<file path="src/hbd_defines.svh">
// Register indices, field positions, reset values and codes of the debug unit
`ifndef HBD_DEFINES_SVH
`define HBD_DEFINES_SVH

`define HBD_ADDR_W 8
`define HBD_NUM_BP 4
`define HBD_NUM_THR 8
`define HBD_NUM_SCR 8

`define HBD_IDX_SAVED_PC 8'h11
`define HBD_IDX_SAVED_SP 8'h12
`define HBD_IDX_RR_THREAD 8'h13
`define HBD_IDX_RR_REG 8'h14
`define HBD_IDX_CAUSE 8'h15
`define HBD_IDX_INFO 8'h16
`define HBD_IDX_STOP_MASK 8'h18
`define HBD_IDX_SCRATCH 8'h20
`define HBD_IDX_IB_ADDR 8'h30
`define HBD_IDX_IB_CTL 8'h40
`define HBD_IDX_DW_ADDR_A 8'h50
`define HBD_IDX_DW_ADDR_B 8'h60
`define HBD_IDX_DW_CTL 8'h70
`define HBD_IDX_RW_MASK 8'h80
`define HBD_IDX_RW_VALUE 8'h90
`define HBD_IDX_RW_CTL 8'h9C

`define HBD_RR_THREAD_MASK 32'h0000_00FF
`define HBD_RR_REG_MASK 32'h0000_001F
`define HBD_CAUSE_MASK 32'h0003_FF07
`define HBD_STOP_MASK_MASK 32'h0000_00FF
`define HBD_IB_CTL_MASK 32'h00FF_0003
`define HBD_DW_CTL_MASK 32'h00FF_0007
`define HBD_RW_CTL_MASK 32'h00FF_0003

`define HBD_CTL_EN_BIT 0
`define HBD_CTL_COND_BIT 1
`define HBD_CTL_LOAD_BIT 2
`define HBD_CTL_THR_LSB 16
`define HBD_CAUSE_CODE_LSB 0
`define HBD_CAUSE_THR_LSB 8
`define HBD_CAUSE_IDX_LSB 16

`define HBD_CAUSE_HOST 3'h1
`define HBD_CAUSE_DEBUG_CALL_INSN 3'h2
`define HBD_CAUSE_IBREAK 3'h3
`define HBD_CAUSE_DWATCH 3'h4
`define HBD_CAUSE_RWATCH 3'h5

`define HBD_RESET_WORD 32'h0000_0000

`endif

</file>
<file path="src/hbd_pkg.sv">
// Types shared by the debug unit and its users
package hbd_pkg;

   // One observed processor operation (instruction, memory access or resource access)
   typedef struct packed {
      logic valid;
      logic is_load;
      logic [2:0] thread;
      logic [31:0] value;
   } hbd_op_t;

   // Debug entry summary latched into the cause and info registers
   typedef struct packed {
      logic [2:0] code;
      logic [1:0] index;
      logic [7:0] thread;
      logic load_info;
      logic [31:0] info;
   } hbd_entry_t;

   typedef enum logic [0:0] {
      HBD_RUN = 1'b0,
      HBD_DEBUG = 1'b1
   } hbd_mode_t;

endpackage : hbd_pkg

</file>
<file path="src/hbd_debug_unit.sv">
// Debug unit: entry capture, cause recording, stop mask, scratch and breakpoints
`timescale 1ns/10ps
`include "hbd_defines.svh"

// How it works
// - On debug entry the interrupted program counter is captured into saved_pc.
// - On debug entry the interrupted stack pointer is captured into saved_stack_ptr.
// - Register-read target: 8-bit thread and 5-bit register fields, written in debug mode.
// - Cause code: 1 host, 2 debug call, 3 insn break, 4 data, 5 resource.
// - Breakpoint index field is zero for host/debug call; lowest index wins.
// - Causing thread number is recorded; zero for host requests.
// - Info register takes memory address on data hit, resource id on resource hit.
// - Threads set in the stop mask never run outside debug mode.
// - Eight scratch words shared between debug bus and tile configuration port.
// - Four instruction breakpoints compare the program counter with their own address.
// - Instruction breakpoint condition bit: 0 break on equal, 1 on unequal.
// - Each breakpoint control word has an 8-bit per-thread enable mask.
// - A breakpoint acts only while its control bit 0 is set; controls reset zero.
// - Four data watchpoints, each with address A and address B registers.
// - Data watchpoint condition bit: 0 means A AND B, 1 means A OR B.
// - Data watchpoint load bit lets load operations trigger it.
// - Four resource watchpoints, each with a mask and a value register.
// - Resource watchpoint condition bit: 0 fires on masked value equal, 1 on unequal.
module hbd_debug_unit
   import hbd_pkg::*;
(
   input wire logic ref_clk_i,
   input wire logic rstn_i,
   // Debug register port
   input wire logic [`HBD_ADDR_W-1:0] reg_addr_i,
   input wire logic [31:0] reg_wdata_i,
   input wire logic reg_wr_i,
   input wire logic reg_rd_i,
   output logic [31:0] reg_rdata_o,
   // Tile configuration view of the scratch words
   input wire logic [2:0] cfg_scr_addr_i,
   input wire logic [31:0] cfg_scr_wdata_i,
   input wire logic cfg_scr_wr_i,
   input wire logic cfg_scr_rd_i,
   output logic [31:0] cfg_scr_rdata_o,
   // Processor observation
   input wire hbd_op_t insn_op_i,
   input wire hbd_op_t mem_op_i,
   input wire hbd_op_t res_op_i,
   input wire logic host_dbg_req_i,
   input wire logic debug_call_insn_i,
   input wire logic [2:0] debug_call_thread_i,
   input wire logic [31:0] ctx_pc_i,
   input wire logic [31:0] ctx_sp_i,
   input wire logic dbg_return_i,
   // Status towards the processor
   output logic dbg_mode_o,
   output logic dbg_enter_o,
   output logic [7:0] thread_stop_o,
   output logic [7:0] regread_thread_o,
   output logic [4:0] regread_reg_o
);

   localparam int NBP = `HBD_NUM_BP;

   ////////////////////////////////////////////////////////////////////////////////
   // State
   hbd_mode_t mode_r, mode_nxt;
   logic enter_r, enter_nxt;
   logic [7:0] stop_out_r, stop_out_nxt;
   logic [31:0] saved_pc_r, saved_pc_nxt;
   logic [31:0] saved_sp_r, saved_sp_nxt;
   logic [31:0] rr_thread_r, rr_thread_nxt;
   logic [31:0] rr_reg_r, rr_reg_nxt;
   logic [31:0] cause_r, cause_nxt;
   logic [31:0] info_r, info_nxt;
   logic [31:0] stop_mask_r, stop_mask_nxt;
   logic [31:0] scratch_r [`HBD_NUM_SCR];
   logic [31:0] scratch_nxt [`HBD_NUM_SCR];
   logic [31:0] ib_addr_r [NBP];
   logic [31:0] ib_addr_nxt [NBP];
   logic [31:0] ib_ctl_r [NBP];
   logic [31:0] ib_ctl_nxt [NBP];
   logic [31:0] dw_a_r [NBP];
   logic [31:0] dw_a_nxt [NBP];
   logic [31:0] dw_b_r [NBP];
   logic [31:0] dw_b_nxt [NBP];
   logic [31:0] dw_ctl_r [NBP];
   logic [31:0] dw_ctl_nxt [NBP];
   logic [31:0] rw_mask_r [NBP];
   logic [31:0] rw_mask_nxt [NBP];
   logic [31:0] rw_val_r [NBP];
   logic [31:0] rw_val_nxt [NBP];
   logic [31:0] rw_ctl_r [NBP];
   logic [31:0] rw_ctl_nxt [NBP];
   logic [31:0] rdata_r, rdata_nxt;
   logic [31:0] cfg_rdata_r, cfg_rdata_nxt;

   logic [NBP-1:0] ib_hit;
   logic [NBP-1:0] dw_hit;
   logic [NBP-1:0] rw_hit;
   hbd_entry_t entry;
   logic entry_req;

   ////////////////////////////////////////////////////////////////////////////////
   // Breakpoint and watchpoint matching, one copy per entry
   genvar g;
   generate
      for (g = 0; g < NBP; g++)
      begin : g_bp
         logic ib_eq;
         logic dw_ca;
         logic dw_cb;
         logic dw_cond;
         logic rw_eq;
         logic rw_cond;

         assign ib_eq = (insn_op_i.value == ib_addr_r[g]);
         assign ib_hit[g] = insn_op_i.valid
            && ib_ctl_r[g][`HBD_CTL_EN_BIT]
            && ib_ctl_r[g][`HBD_CTL_THR_LSB + insn_op_i.thread]
            && (ib_ctl_r[g][`HBD_CTL_COND_BIT] ? !ib_eq : ib_eq);

         // Condition A is the lower bound, B the upper: AND gives a window
         assign dw_ca = (mem_op_i.value >= dw_a_r[g]);
         assign dw_cb = (mem_op_i.value <= dw_b_r[g]);
         assign dw_cond = dw_ctl_r[g][`HBD_CTL_COND_BIT] ? (dw_ca || dw_cb)
                                                         : (dw_ca && dw_cb);
         assign dw_hit[g] = mem_op_i.valid && dw_cond
            && dw_ctl_r[g][`HBD_CTL_EN_BIT]
            && dw_ctl_r[g][`HBD_CTL_THR_LSB + mem_op_i.thread]
            && (!mem_op_i.is_load || dw_ctl_r[g][`HBD_CTL_LOAD_BIT]);

         assign rw_eq = ((res_op_i.value & rw_mask_r[g]) == rw_val_r[g]);
         assign rw_cond = rw_ctl_r[g][`HBD_CTL_COND_BIT] ? !rw_eq : rw_eq;
         assign rw_hit[g] = res_op_i.valid && rw_cond
            && rw_ctl_r[g][`HBD_CTL_EN_BIT]
            && rw_ctl_r[g][`HBD_CTL_THR_LSB + res_op_i.thread];
      end
   endgenerate

   ////////////////////////////////////////////////////////////////////////////////
   // Debug entry arbitration: host, debug call, insn, data, resource
   always_comb
   begin
      entry = '0;
      entry_req = 1'b1;
      if (host_dbg_req_i)
      begin
         entry.code = `HBD_CAUSE_HOST;
         entry.thread = 8'h00;
         entry.index = 2'h0;
      end
      else if (debug_call_insn_i)
      begin
         entry.code = `HBD_CAUSE_DEBUG_CALL_INSN;
         entry.thread = {5'h00, debug_call_thread_i};
         entry.index = 2'h0;
      end
      else if (|ib_hit)
      begin
         entry.code = `HBD_CAUSE_IBREAK;
         entry.thread = {5'h00, insn_op_i.thread};
         for (int i = NBP - 1; i >= 0; i--)
            if (ib_hit[i])
               entry.index = 2'(i);
      end
      else if (|dw_hit)
      begin
         entry.code = `HBD_CAUSE_DWATCH;
         entry.thread = {5'h00, mem_op_i.thread};
         entry.load_info = 1'b1;
         entry.info = mem_op_i.value;
         for (int i = NBP - 1; i >= 0; i--)
            if (dw_hit[i])
               entry.index = 2'(i);
      end
      else if (|rw_hit)
      begin
         entry.code = `HBD_CAUSE_RWATCH;
         entry.thread = {5'h00, res_op_i.thread};
         entry.load_info = 1'b1;
         entry.info = res_op_i.value;
         for (int i = NBP - 1; i >= 0; i--)
            if (rw_hit[i])
               entry.index = 2'(i);
      end
      else
      begin
         entry_req = 1'b0;
      end
   end

   ////////////////////////////////////////////////////////////////////////////////
   // Next-state: mode, registers written by software or by debug entry
   always_comb
   begin
      logic dbg_wr;
      dbg_wr = reg_wr_i && (mode_r == HBD_DEBUG);
      mode_nxt = mode_r;
      enter_nxt = 1'b0;
      saved_pc_nxt = saved_pc_r;
      saved_sp_nxt = saved_sp_r;
      rr_thread_nxt = rr_thread_r;
      rr_reg_nxt = rr_reg_r;
      cause_nxt = cause_r;
      info_nxt = info_r;
      stop_mask_nxt = stop_mask_r;
      scratch_nxt = scratch_r;
      ib_addr_nxt = ib_addr_r;
      ib_ctl_nxt = ib_ctl_r;
      dw_a_nxt = dw_a_r;
      dw_b_nxt = dw_b_r;
      dw_ctl_nxt = dw_ctl_r;
      rw_mask_nxt = rw_mask_r;
      rw_val_nxt = rw_val_r;
      rw_ctl_nxt = rw_ctl_r;

      // Tile configuration writes go first so a debug write in the same cycle wins
      if (cfg_scr_wr_i)
         scratch_nxt[cfg_scr_addr_i] = cfg_scr_wdata_i;

      // Debug-mode-only writes; in run mode they are dropped silently
      if (dbg_wr)
      begin
         case (reg_addr_i)
            `HBD_IDX_SAVED_PC: saved_pc_nxt = reg_wdata_i;
            `HBD_IDX_SAVED_SP: saved_sp_nxt = reg_wdata_i;
            `HBD_IDX_RR_THREAD: rr_thread_nxt = reg_wdata_i & `HBD_RR_THREAD_MASK;
            `HBD_IDX_RR_REG: rr_reg_nxt = reg_wdata_i & `HBD_RR_REG_MASK;
            `HBD_IDX_CAUSE: cause_nxt = reg_wdata_i & `HBD_CAUSE_MASK;
            `HBD_IDX_INFO: info_nxt = reg_wdata_i;
            `HBD_IDX_STOP_MASK: stop_mask_nxt = reg_wdata_i & `HBD_STOP_MASK_MASK;
            default:
            begin
               for (int i = 0; i < `HBD_NUM_SCR; i++)
                  if (reg_addr_i == `HBD_IDX_SCRATCH + 8'(i))
                     scratch_nxt[i] = reg_wdata_i;
               for (int i = 0; i < NBP; i++)
               begin
                  if (reg_addr_i == `HBD_IDX_IB_ADDR + 8'(i))
                     ib_addr_nxt[i] = reg_wdata_i;
                  if (reg_addr_i == `HBD_IDX_IB_CTL + 8'(i))
                     ib_ctl_nxt[i] = reg_wdata_i & `HBD_IB_CTL_MASK;
                  if (reg_addr_i == `HBD_IDX_DW_ADDR_A + 8'(i))
                     dw_a_nxt[i] = reg_wdata_i;
                  if (reg_addr_i == `HBD_IDX_DW_ADDR_B + 8'(i))
                     dw_b_nxt[i] = reg_wdata_i;
                  if (reg_addr_i == `HBD_IDX_DW_CTL + 8'(i))
                     dw_ctl_nxt[i] = reg_wdata_i & `HBD_DW_CTL_MASK;
                  if (reg_addr_i == `HBD_IDX_RW_MASK + 8'(i))
                     rw_mask_nxt[i] = reg_wdata_i;
                  if (reg_addr_i == `HBD_IDX_RW_VALUE + 8'(i))
                     rw_val_nxt[i] = reg_wdata_i;
                  if (reg_addr_i == `HBD_IDX_RW_CTL + 8'(i))
                     rw_ctl_nxt[i] = reg_wdata_i & `HBD_RW_CTL_MASK;
               end
            end
         endcase
      end

      case (mode_r)
         HBD_RUN:
         begin
            // Entry capture overrides any software write in the same cycle
            if (entry_req)
            begin
               mode_nxt = HBD_DEBUG;
               enter_nxt = 1'b1;
               saved_pc_nxt = ctx_pc_i;
               saved_sp_nxt = ctx_sp_i;
               cause_nxt = {14'h0000, entry.index, entry.thread, 5'h00, entry.code};
               if (entry.load_info)
                  info_nxt = entry.info;
            end
         end
         HBD_DEBUG:
         begin
            // Events seen while in debug mode are not recorded
            if (dbg_return_i)
               mode_nxt = HBD_RUN;
         end
         default: mode_nxt = HBD_RUN;
      endcase

      // Debug mode halts every user thread; outside it the mask holds its threads
      stop_out_nxt = (mode_nxt == HBD_DEBUG) ? 8'hFF : stop_mask_nxt[7:0];
   end

   ////////////////////////////////////////////////////////////////////////////////
   // Read data, one cycle after the strobe
   always_comb
   begin
      rdata_nxt = `HBD_RESET_WORD;
      if (reg_rd_i)
      begin
         case (reg_addr_i)
            `HBD_IDX_SAVED_PC: rdata_nxt = saved_pc_r;
            `HBD_IDX_SAVED_SP: rdata_nxt = saved_sp_r;
            `HBD_IDX_RR_THREAD: rdata_nxt = rr_thread_r;
            `HBD_IDX_RR_REG: rdata_nxt = rr_reg_r;
            `HBD_IDX_CAUSE: rdata_nxt = cause_r;
            `HBD_IDX_INFO: rdata_nxt = info_r;
            `HBD_IDX_STOP_MASK: rdata_nxt = stop_mask_r;
            default:
            begin
               for (int i = 0; i < `HBD_NUM_SCR; i++)
                  if (reg_addr_i == `HBD_IDX_SCRATCH + 8'(i))
                     rdata_nxt = scratch_r[i];
               for (int i = 0; i < NBP; i++)
               begin
                  if (reg_addr_i == `HBD_IDX_IB_ADDR + 8'(i))
                     rdata_nxt = ib_addr_r[i];
                  if (reg_addr_i == `HBD_IDX_IB_CTL + 8'(i))
                     rdata_nxt = ib_ctl_r[i];
                  if (reg_addr_i == `HBD_IDX_DW_ADDR_A + 8'(i))
                     rdata_nxt = dw_a_r[i];
                  if (reg_addr_i == `HBD_IDX_DW_ADDR_B + 8'(i))
                     rdata_nxt = dw_b_r[i];
                  if (reg_addr_i == `HBD_IDX_DW_CTL + 8'(i))
                     rdata_nxt = dw_ctl_r[i];
                  if (reg_addr_i == `HBD_IDX_RW_MASK + 8'(i))
                     rdata_nxt = rw_mask_r[i];
                  if (reg_addr_i == `HBD_IDX_RW_VALUE + 8'(i))
                     rdata_nxt = rw_val_r[i];
                  if (reg_addr_i == `HBD_IDX_RW_CTL + 8'(i))
                     rdata_nxt = rw_ctl_r[i];
               end
            end
         endcase
      end
      cfg_rdata_nxt = cfg_scr_rd_i ? scratch_r[cfg_scr_addr_i] : `HBD_RESET_WORD;
   end

   ////////////////////////////////////////////////////////////////////////////////
   // Registers
   always_ff @(posedge ref_clk_i or negedge rstn_i)
   begin
      if (!rstn_i)
      begin
         mode_r <= HBD_RUN;
         enter_r <= 1'b0;
         stop_out_r <= 8'h00;
         saved_pc_r <= `HBD_RESET_WORD;
         saved_sp_r <= `HBD_RESET_WORD;
         rr_thread_r <= `HBD_RESET_WORD;
         rr_reg_r <= `HBD_RESET_WORD;
         cause_r <= `HBD_RESET_WORD;
         info_r <= `HBD_RESET_WORD;
         stop_mask_r <= `HBD_RESET_WORD;
         rdata_r <= `HBD_RESET_WORD;
         cfg_rdata_r <= `HBD_RESET_WORD;
         for (int i = 0; i < `HBD_NUM_SCR; i++)
            scratch_r[i] <= `HBD_RESET_WORD;
         for (int i = 0; i < NBP; i++)
         begin
            ib_addr_r[i] <= `HBD_RESET_WORD;
            ib_ctl_r[i] <= `HBD_RESET_WORD;
            dw_a_r[i] <= `HBD_RESET_WORD;
            dw_b_r[i] <= `HBD_RESET_WORD;
            dw_ctl_r[i] <= `HBD_RESET_WORD;
            rw_mask_r[i] <= `HBD_RESET_WORD;
            rw_val_r[i] <= `HBD_RESET_WORD;
            rw_ctl_r[i] <= `HBD_RESET_WORD;
         end
      end
      else
      begin
         mode_r <= mode_nxt;
         enter_r <= enter_nxt;
         stop_out_r <= stop_out_nxt;
         saved_pc_r <= saved_pc_nxt;
         saved_sp_r <= saved_sp_nxt;
         rr_thread_r <= rr_thread_nxt;
         rr_reg_r <= rr_reg_nxt;
         cause_r <= cause_nxt;
         info_r <= info_nxt;
         stop_mask_r <= stop_mask_nxt;
         rdata_r <= rdata_nxt;
         cfg_rdata_r <= cfg_rdata_nxt;
         scratch_r <= scratch_nxt;
         ib_addr_r <= ib_addr_nxt;
         ib_ctl_r <= ib_ctl_nxt;
         dw_a_r <= dw_a_nxt;
         dw_b_r <= dw_b_nxt;
         dw_ctl_r <= dw_ctl_nxt;
         rw_mask_r <= rw_mask_nxt;
         rw_val_r <= rw_val_nxt;
         rw_ctl_r <= rw_ctl_nxt;
      end
   end

   assign reg_rdata_o = rdata_r;
   assign cfg_scr_rdata_o = cfg_rdata_r;
   assign dbg_mode_o = (mode_r == HBD_DEBUG);
   assign dbg_enter_o = enter_r;
   assign thread_stop_o = stop_out_r;
   assign regread_thread_o = rr_thread_r[7:0];
   assign regread_reg_o = rr_reg_r[4:0];

endmodule : hbd_debug_unit

</file>
<file path="config.mk">
export PLATFORM = sky130hd
export DESIGN_NAME = hbd_debug_unit
export DESIGN_NICKNAME = d
export VERILOG_FILES = /design/src/hbd_pkg.sv /design/src/hbd_debug_unit.sv
export VERILOG_INCLUDE_DIRS = /design/src
export SDC_FILE = /design/constraint.sdc
export NUM_CORES = 2
export LEC_CHECK = 0
export ABC_AREA = 1
export BUFFER_PORTS_ARGS = -buffer_cell sky130_fd_sc_hd__buf_2
export CAP_MARGIN = 20
export CORE_UTILIZATION = 35
export DETAILED_ROUTE_END_ITERATION = 10
export SYNTH_ARGS = -nofsm -noshare
export SYNTH_HDL_FRONTEND = slang
export SYNTH_SLANG_ARGS = --single-unit
</file>
<file path="constraint.sdc">
create_clock -name ref_clk_i -period 3.2 [get_ports ref_clk_i]
set_clock_uncertainty 0.15 [all_clocks]
set_input_delay 0.32 -clock ref_clk_i [delete_from_list [all_inputs] [get_ports ref_clk_i]]
set_output_delay 0.32 -clock ref_clk_i [all_outputs]
set_load 0.05 [all_outputs]
</file>
* After elaboration in Yosys (flattened, before gate mapping)
Cells that the tools add are included.
Storage, ports and cells: word-level logic and storage cells 376, output and inout bits 87, register bits 1243, input port bits 262
Operators by class: eq/ne operators 55, reduce and logical (&&, ||, !) cells 101, multiplexer cells 145, bitwise operators 7, order comparisons 13, add/subtract/negate cells 3
Operators by type and width (number):
- 2-to-1 mux 32 bit | 70
- 2-to-1 mux 256 bit | 3
- bitwise mux 256 bit | 1
- equality test 32 bit | 8
- case mux 32 bit (7 select lines) | 1
- AND 32 bit | 4
- equality test 8 x 7 -> 1 bit (second input constant) | 16
- greater-or-equal comparator 32 bit | 4
- less-or-equal comparator 32 bit | 4
- 2-to-1 mux 33 bit | 3
- binary-select mux 32 bit (select 3 bit) | 1
- demux 32 bit (select 3 bit) | 1
- equality test 8 x 6 -> 1 bit (second input constant) | 12
- equality test 8 bit (second input constant) | 12
- AND reduction 3 bit | 32
- 2-to-1 mux 46 bit | 2
- binary-select mux 1 bit (select 5 bit) | 12
- equality test 8 x 5 -> 1 bit (second input constant) | 7
- logical AND 1 bit | 46
- 2-to-1 mux 13 bit | 3
- 2-to-1 mux 1 bit | 32
- 2-to-1 mux 2 bit | 12
- 2-to-1 mux 8 bit | 3
- adder 5 x 3 -> 6 bit (first input constant) | 3
- 11 further kinds | 32

* Logic depth before layout (Yosys ltp)
depth after elaboration 43, depth in mapped cells 32, depth with buffers taken out 32

* Worst setup path after synthesis
OpenSTA, ideal clock, no wires.
kind input port to flip-flop, start point input port mem_op_i[0] (netlist bit), end point register saved_pc_r[23], library setup time 0.130 ns, data arrival time 2.929 ns, data required time 2.920 ns, path slack -0.009 ns, stages 29, path buffers 2, cell sequence inv_1 -> ha_1 -> inv_1 -> nand2_1 -> a21oi_1 -> o21ai_1 -> a21oi_1 -> o21bai_1 -> a21o_1 -> a21oi_1 -> nor2_1 -> o21ai_1 -> nand2_1 -> nand2_1 -> nand2_1 -> nand2_1 -> nand2_1 -> nand2_2 -> nand2_2 -> nor2_8 -> inv_2 -> nor2_2 -> nand3_2 -> nand2_4 -> inv_4 -> buf_8 -> buf_6 -> nand2_1 -> o21ai_0
Between the ends: cells in the longest elaborated chain, start to end 14, elaborated cells on any way between the ends 43, classes of those cells order compare: 8; mux: 10; reduce/logical: 25
RTL lines:
- from (decl) | RTL line hbd_debug_unit.sv:43 | input wire hbd_op_t mem_op_i,
- greater-or-equal comparator 32 bit / less-or-equal comparator 32 bit (equally long branches) | RTL line hbd_debug_unit.sv:120, hbd_debug_unit.sv:121
- logical AND 1 bit / logical OR 1 bit (equally long branches) | RTL line hbd_debug_unit.sv:123, hbd_debug_unit.sv:122
- 2-to-1 mux 1 bit | RTL line hbd_debug_unit.sv:122 | assign dw_cond = dw_ctl_r[g][`HBD_CTL_COND_BIT] ? (dw_ca || dw_cb)
- logical AND 1 bit (4 in a row) | RTL line hbd_debug_unit.sv:124 | assign dw_hit[g] = mem_op_i.valid && dw_cond
- OR reduction 4 bit * | RTL line hbd_debug_unit.sv:163 | else if (|dw_hit)
- 2-to-1 mux 1 bit * | RTL line hbd_debug_unit.sv:163
- 2-to-1 mux 1 bit * | RTL line hbd_debug_unit.sv:155 | else if (|ib_hit)
- 2-to-1 mux 1 bit * | RTL line hbd_debug_unit.sv:149 | else if (debug_call_insn_i)
- 2-to-1 mux 1 bit * | RTL line hbd_debug_unit.sv:143 | if (host_dbg_req_i)
- 2-to-1 mux 32 bit * | RTL line hbd_debug_unit.sv:261 | if (entry_req)
- 2-to-1 mux 32 bit * | RTL line hbd_debug_unit.sv:257 | case (mode_r)
- via saved_pc_nxt[23] | RTL line hbd_debug_unit.sv:66 | logic [31:0] saved_pc_r, saved_pc_nxt;
- to (signal assigned) | RTL line hbd_debug_unit.sv:339 | saved_pc_r <= `HBD_RESET_WORD;
- to (signal assigned) | RTL line hbd_debug_unit.sv:367 | saved_pc_r <= saved_pc_nxt;
- to (decl) | RTL line hbd_debug_unit.sv:66
The timed path passes the listed nets; every way through them passes the cells marked *. A chain may end at the register's enable or synchronous reset.

* Worst setup path in the final report
start point register dw_a_r[32] (netlist bit), end point register info_r[28]
Between the ends: cells in the longest elaborated chain, start to end 15, elaborated cells on any way between the ends 20, classes of those cells order compare: 1; mux: 12; reduce/logical: 7
RTL lines:
- from (decl) | RTL line hbd_debug_unit.sv:79 | logic [31:0] dw_a_r [NBP];
- from (signal, indexed assignment) | RTL line hbd_debug_unit.sv:354 | dw_a_r[i] <= `HBD_RESET_WORD;
- from (signal assigned) | RTL line hbd_debug_unit.sv:379 | dw_a_r <= dw_a_nxt;
- greater-or-equal comparator 32 bit * | RTL line hbd_debug_unit.sv:120 | assign dw_ca = (mem_op_i.value >= dw_a_r[g]);
- logical AND 1 bit / logical OR 1 bit (equally long branches) | RTL line hbd_debug_unit.sv:123, hbd_debug_unit.sv:122
- 2-to-1 mux 1 bit * | RTL line hbd_debug_unit.sv:122
- logical AND 1 bit * (4 in a row) | RTL line hbd_debug_unit.sv:124
- OR reduction 4 bit * | RTL line hbd_debug_unit.sv:163
- 2-to-1 mux 46 bit | RTL line hbd_debug_unit.sv:163
- 2-to-1 mux 33 bit | RTL line hbd_debug_unit.sv:155
- 2-to-1 mux 33 bit | RTL line hbd_debug_unit.sv:149
- 2-to-1 mux 33 bit | RTL line hbd_debug_unit.sv:143
- 2-to-1 mux 32 bit | RTL line hbd_debug_unit.sv:268 | if (entry.load_info)
- 2-to-1 mux 32 bit * | RTL line hbd_debug_unit.sv:261
- 2-to-1 mux 32 bit * | RTL line hbd_debug_unit.sv:257
- via info_nxt[28] | RTL line hbd_debug_unit.sv:71 | logic [31:0] info_r, info_nxt;
- to (signal assigned) | RTL line hbd_debug_unit.sv:344 | info_r <= `HBD_RESET_WORD;
- to (signal assigned) | RTL line hbd_debug_unit.sv:372 | info_r <= info_nxt;
- to (decl) | RTL line hbd_debug_unit.sv:71
Marks and branches as above.

==> metrics.md <==
| Metric | Value |
|---|---|
| Status | finished with violations |
| Failing checks | DRC, setup timing |
| All-Layer GR Usage | 36.01% |
| Unrepaired setup endpoints after global routing | true |
| Area post-placement | 86270 µm² |
| CORE AREA | 200100 µm² |
| Grt ovf | 0 |
| Drt pass-1 iters | 11 |
| Worst endpoint required time | 3.76 ns |
| Synth warn | 0 |
| Avg Cell Area, Syn | 7.571 µm² |
| Leakage | 0.04489 µW |
| Post-synthesis simple-gate area fraction | 21.14% |
| Adder-cell share of the synthesized area | 4.541% |
| Largest net degree at the start of global routing | 221 |
| Setup TNS | -63.98 ns |
| Std cell rows | 164 |
| FMAX | 0.2651 GHz |
| Critical path class | reg2reg |
| Netlist Area Pre-Place | 70540 µm² |
| Top FF cell, synth | dfrtp_1 |
| Final wirelength | 380.0 mm |
| Most common cell in the synthesized netlist | nand2_1 |
| Synth cell count leaders | nand2_1 (2706), o21ai_0 (1614), dfrtp_1 (1243) |
| Vias | 77802 |
| Netlist cell types | 68 |
| Num Clock Sinks | 1243 |
| Iteration-0 DRC count of the detailed router | 10728 |
| Chip width | 450.9 µm |
| Vias per cell | 5.677 |
| Num CTS Buffers | 148 |
| Max-capacitance violation count | 0 |
| Area contributors post-synth | dfrtp_1 (44%), nand2_1 (14%), o21ai_0 (11%) |
| Starting Density | 35.26% |
| Reg clk slew, reported paths | 0.06 ns |
| Vias in the first global route | 72268 |
| Multiplexer share of the synthesized area | 0% |
| CP endpoint kind | register |
| Final slew viol count | 0 |
| XOR/XNOR share of the synthesized area | 2.322% |
| First-pass GRT wire length | 525.4 mm |
| Hold crit path type | in2reg |
| Per-cell routed wire length | 27.73 µm |
| CTS tree | built |
| Final #Nets | 11430 |
| DP Wirelength | 283.0 mm |
| Final Instance Area | 95830 µm² |
| Number of setup violations in the final report | 154 |
| Antenna violations before repair | 51 |
| Crit path arrival time | 4.33 ns |
| Sequential fraction of the synthesis area | 44.10% |
| Worst setup margin | -0.5726 ns |
| Synthesized flop and latch total | 1243 |
| Placer Congestion | 1.086 |
| Ports | 349 |
| Largest family of logic cells by synthesized area | simple AND/OR/NAND/NOR gates |
| Post-route minimum period | 3.773 ns |
| Fraction of layout cells with a size suffix above 1 | 24.46% |
| Final Hold Vio Count | 0 |
| Chip height | 450.9 µm |
| Post-route ant nets | 0 |
| DRC errors left | 15 |
| Htree depth | 4 |
| Post-synth EDFFs | 0 |
| Clk buf depth | 3 |
| Syn_nets | 9835 |
| Pwr Density | 472.0 nW/µm² |
| Compound-Gate Fraction of Synth Area | 20.06% |
| Fin crit share | 117.9% |
| Cells after Synth | 9317 |
| VDD IR max | 0.6152 mV |
| # fillers | 19388 |
| Top cell type's share of synthesized area | 44.10% |
| CP max FO | 6 |
| Most area-hungry cell type in the Yosys netlist | dfrtp_1 |
| CTS root buf | clkbuf_16 |
| IO buf count | 346 |
| Die area | 203300 µm² |
| Startpoint Class | register |
| Area delta synth->final | 35.85% |
| Max transition margin | 31.31% |
| Worst Tran Pin Value | 1.029 ns |
| Clock latency on the worst-skew pair | 0.84 ns |
| Async set or reset register ratio after synthesis | 100.0% |
[path summary, 6_finish.rpt]
kind | from | endpoint | slack (ns) | depth (start not counted)
max | dw_a_r[32] | info_r[28] | -0.57 | 23
min | cfg_scr_addr_i[1] | cfg_scr_rdata_o[2] | 0.05 | 4
max reg2reg | dw_a_r[32] | info_r[28] | -0.57 | 23
min reg2reg | dw_b_r[8] | dw_b_r[8] | 0.33 | 2
max in group asynchronous | rstn_i | scratch_r[151] | 1.89 | 3
min in group asynchronous | rstn_i | rw_val_r[95] | 0.10 | 3
[placed cells by master (no fill, tap or decap), types with 25 or more instances in the layout]
master and instances:
a21oi_1 439, a21oi_2 52, a221oi_1 51, a41oi_1 34, buf_12 162, buf_2 344
buf_4 1302, clkbuf_1 32, clkbuf_16 159, clkbuf_8 36, dfrtp_1 1240, dlygate4sd3_1 177
ha_1 249, inv_1 757, inv_2 57, nand2_1 2527, nand2_2 158, nand2_4 25
nand3_1 160, nand3_2 56, nand4_1 142, nor2_1 294, nor2_2 40, nor3_1 28
o211ai_1 99, o21a_1 43, o21ai_0 1555, o21ai_1 69, o21ai_2 25, o22ai_1 71
or2_2 66, xnor2_1 107, xor2_1 77
[logic make-up after synthesis]
family | after synthesis
AND/OR/NAND/NOR | 3628
AO/OA/AOI/OAI | 2587
buffers and inverters | 1416
flip-flops | 1243
adder cells (fa/ha/maj) | 256
XOR/XNOR | 187
[worst max-delay path: stages, from the launching register on]
cell and delay, ns:
dfrtp_1 0.45, ha_1 0.30, o21ai_1 0.13, nand2_1 0.10, a31oi_1 0.17, nor2_1 0.07, o21ai_1 0.12, o211ai_1 0.13
a21oi_2 0.22, o21ai_2 0.12, nand4_1 0.09, nand2_1 0.06, nand4_1 0.08, nand2_2 0.08, nand2_2 0.08, nand2_4 0.10
nor2_8 0.21, inv_4 0.06, buf_8 0.12, o2111ai_4 0.25, buf_12 0.15, buf_8 0.13, clkbuf_16 0.18, a21oi_2 0.06
[registers in the layout, indices dropped and copies added (netlist names)]
register / flops
scratch_r: 256
dw_a_r: 128
dw_b_r: 128
ib_addr_r: 128
rw_mask_r: 128
rw_val_r: 128
dw_ctl_r: 44
ib_ctl_r: 40
rw_ctl_r: 40
cause_r: 32
cfg_scr_rdata_o: 32
info_r: 32
reg_rdata_o: 32
saved_pc_r: 32
saved_sp_r: 32
rr_thread_r: 8
stop_mask_r: 8
thread_stop_o: 8
rr_reg_r: 5
dbg_enter_o: 1
dbg_mode_o: 1
[metal layers]
layer  global-route usage (%)  up-vias  share of wire (%)
met4                    26.07       18                8.7
met2                    52.00     5145                 41
li1                         -    34163                  -
met3                    10.02     1169                 12
met1                    46.02    37307                 38
met5                        0        -              0.035
[report_power, final]
group / total (µW) / internal [µW] / switching (µW) / leakage [µW]
clock network: 18000 / 10500 / 7460 / 0.00247
logic: 9070 / 3450 / 5630 / 0.0257
registers: 18200 / 17100 / 1020 / 0.0167
total: 45200 / 31100 / 14100 / 0.0449
[cell type report]
type / instances / area, µm² / share of cell area (%)
Tap cell: 2656 / 3323 / 3.468
Clock buffer: 218 / 4380 / 4.571
Multi-Input combinational cell: 6658 / 35910 / 37.48
Inverter: 830 / 3132 / 3.268
Clock inverter: 45 / 630.6 / 0.6581
Sequential cell: 1243 / 31110 / 32.46
Antenna cell: 24 / 60.06 / 0.06267
Timing Repair Buffer: 2031 / 17280 / 18.03
[what timing repair did]
item                       in CTS  in global routing
cloned                          4                 14
hold endpoints to repair     1541                  0
setup endpoints to repair     163                173
gates resized for setup       105                485
pin swaps                      15                272
hold buffers                  178                  0
buffers inserted                5                 36
[through the flow]
step | total power [µW] | worst slack (ns) | utilization (%) | instances | hold WS (ns)
after floorplan | 21910 | 0.01598 | - | 9317 | -0.1256
after global placement | 26140 | -1.142 | 43.12 | 13185 | 0.09502
after detailed placement | 26300 | -1.181 | 43.12 | 13185 | 0.08664
after CTS | 44480 | -0.4852 | 46.79 | 13634 | 0.006393
after global routing | 46540 | -0.6357 | 47.87 | 13686 | 0.07937
final | 45230 | -0.5726 | 47.90 | 13705 | 0.05139
Note: power is estimated with default switching activity, not from simulation.
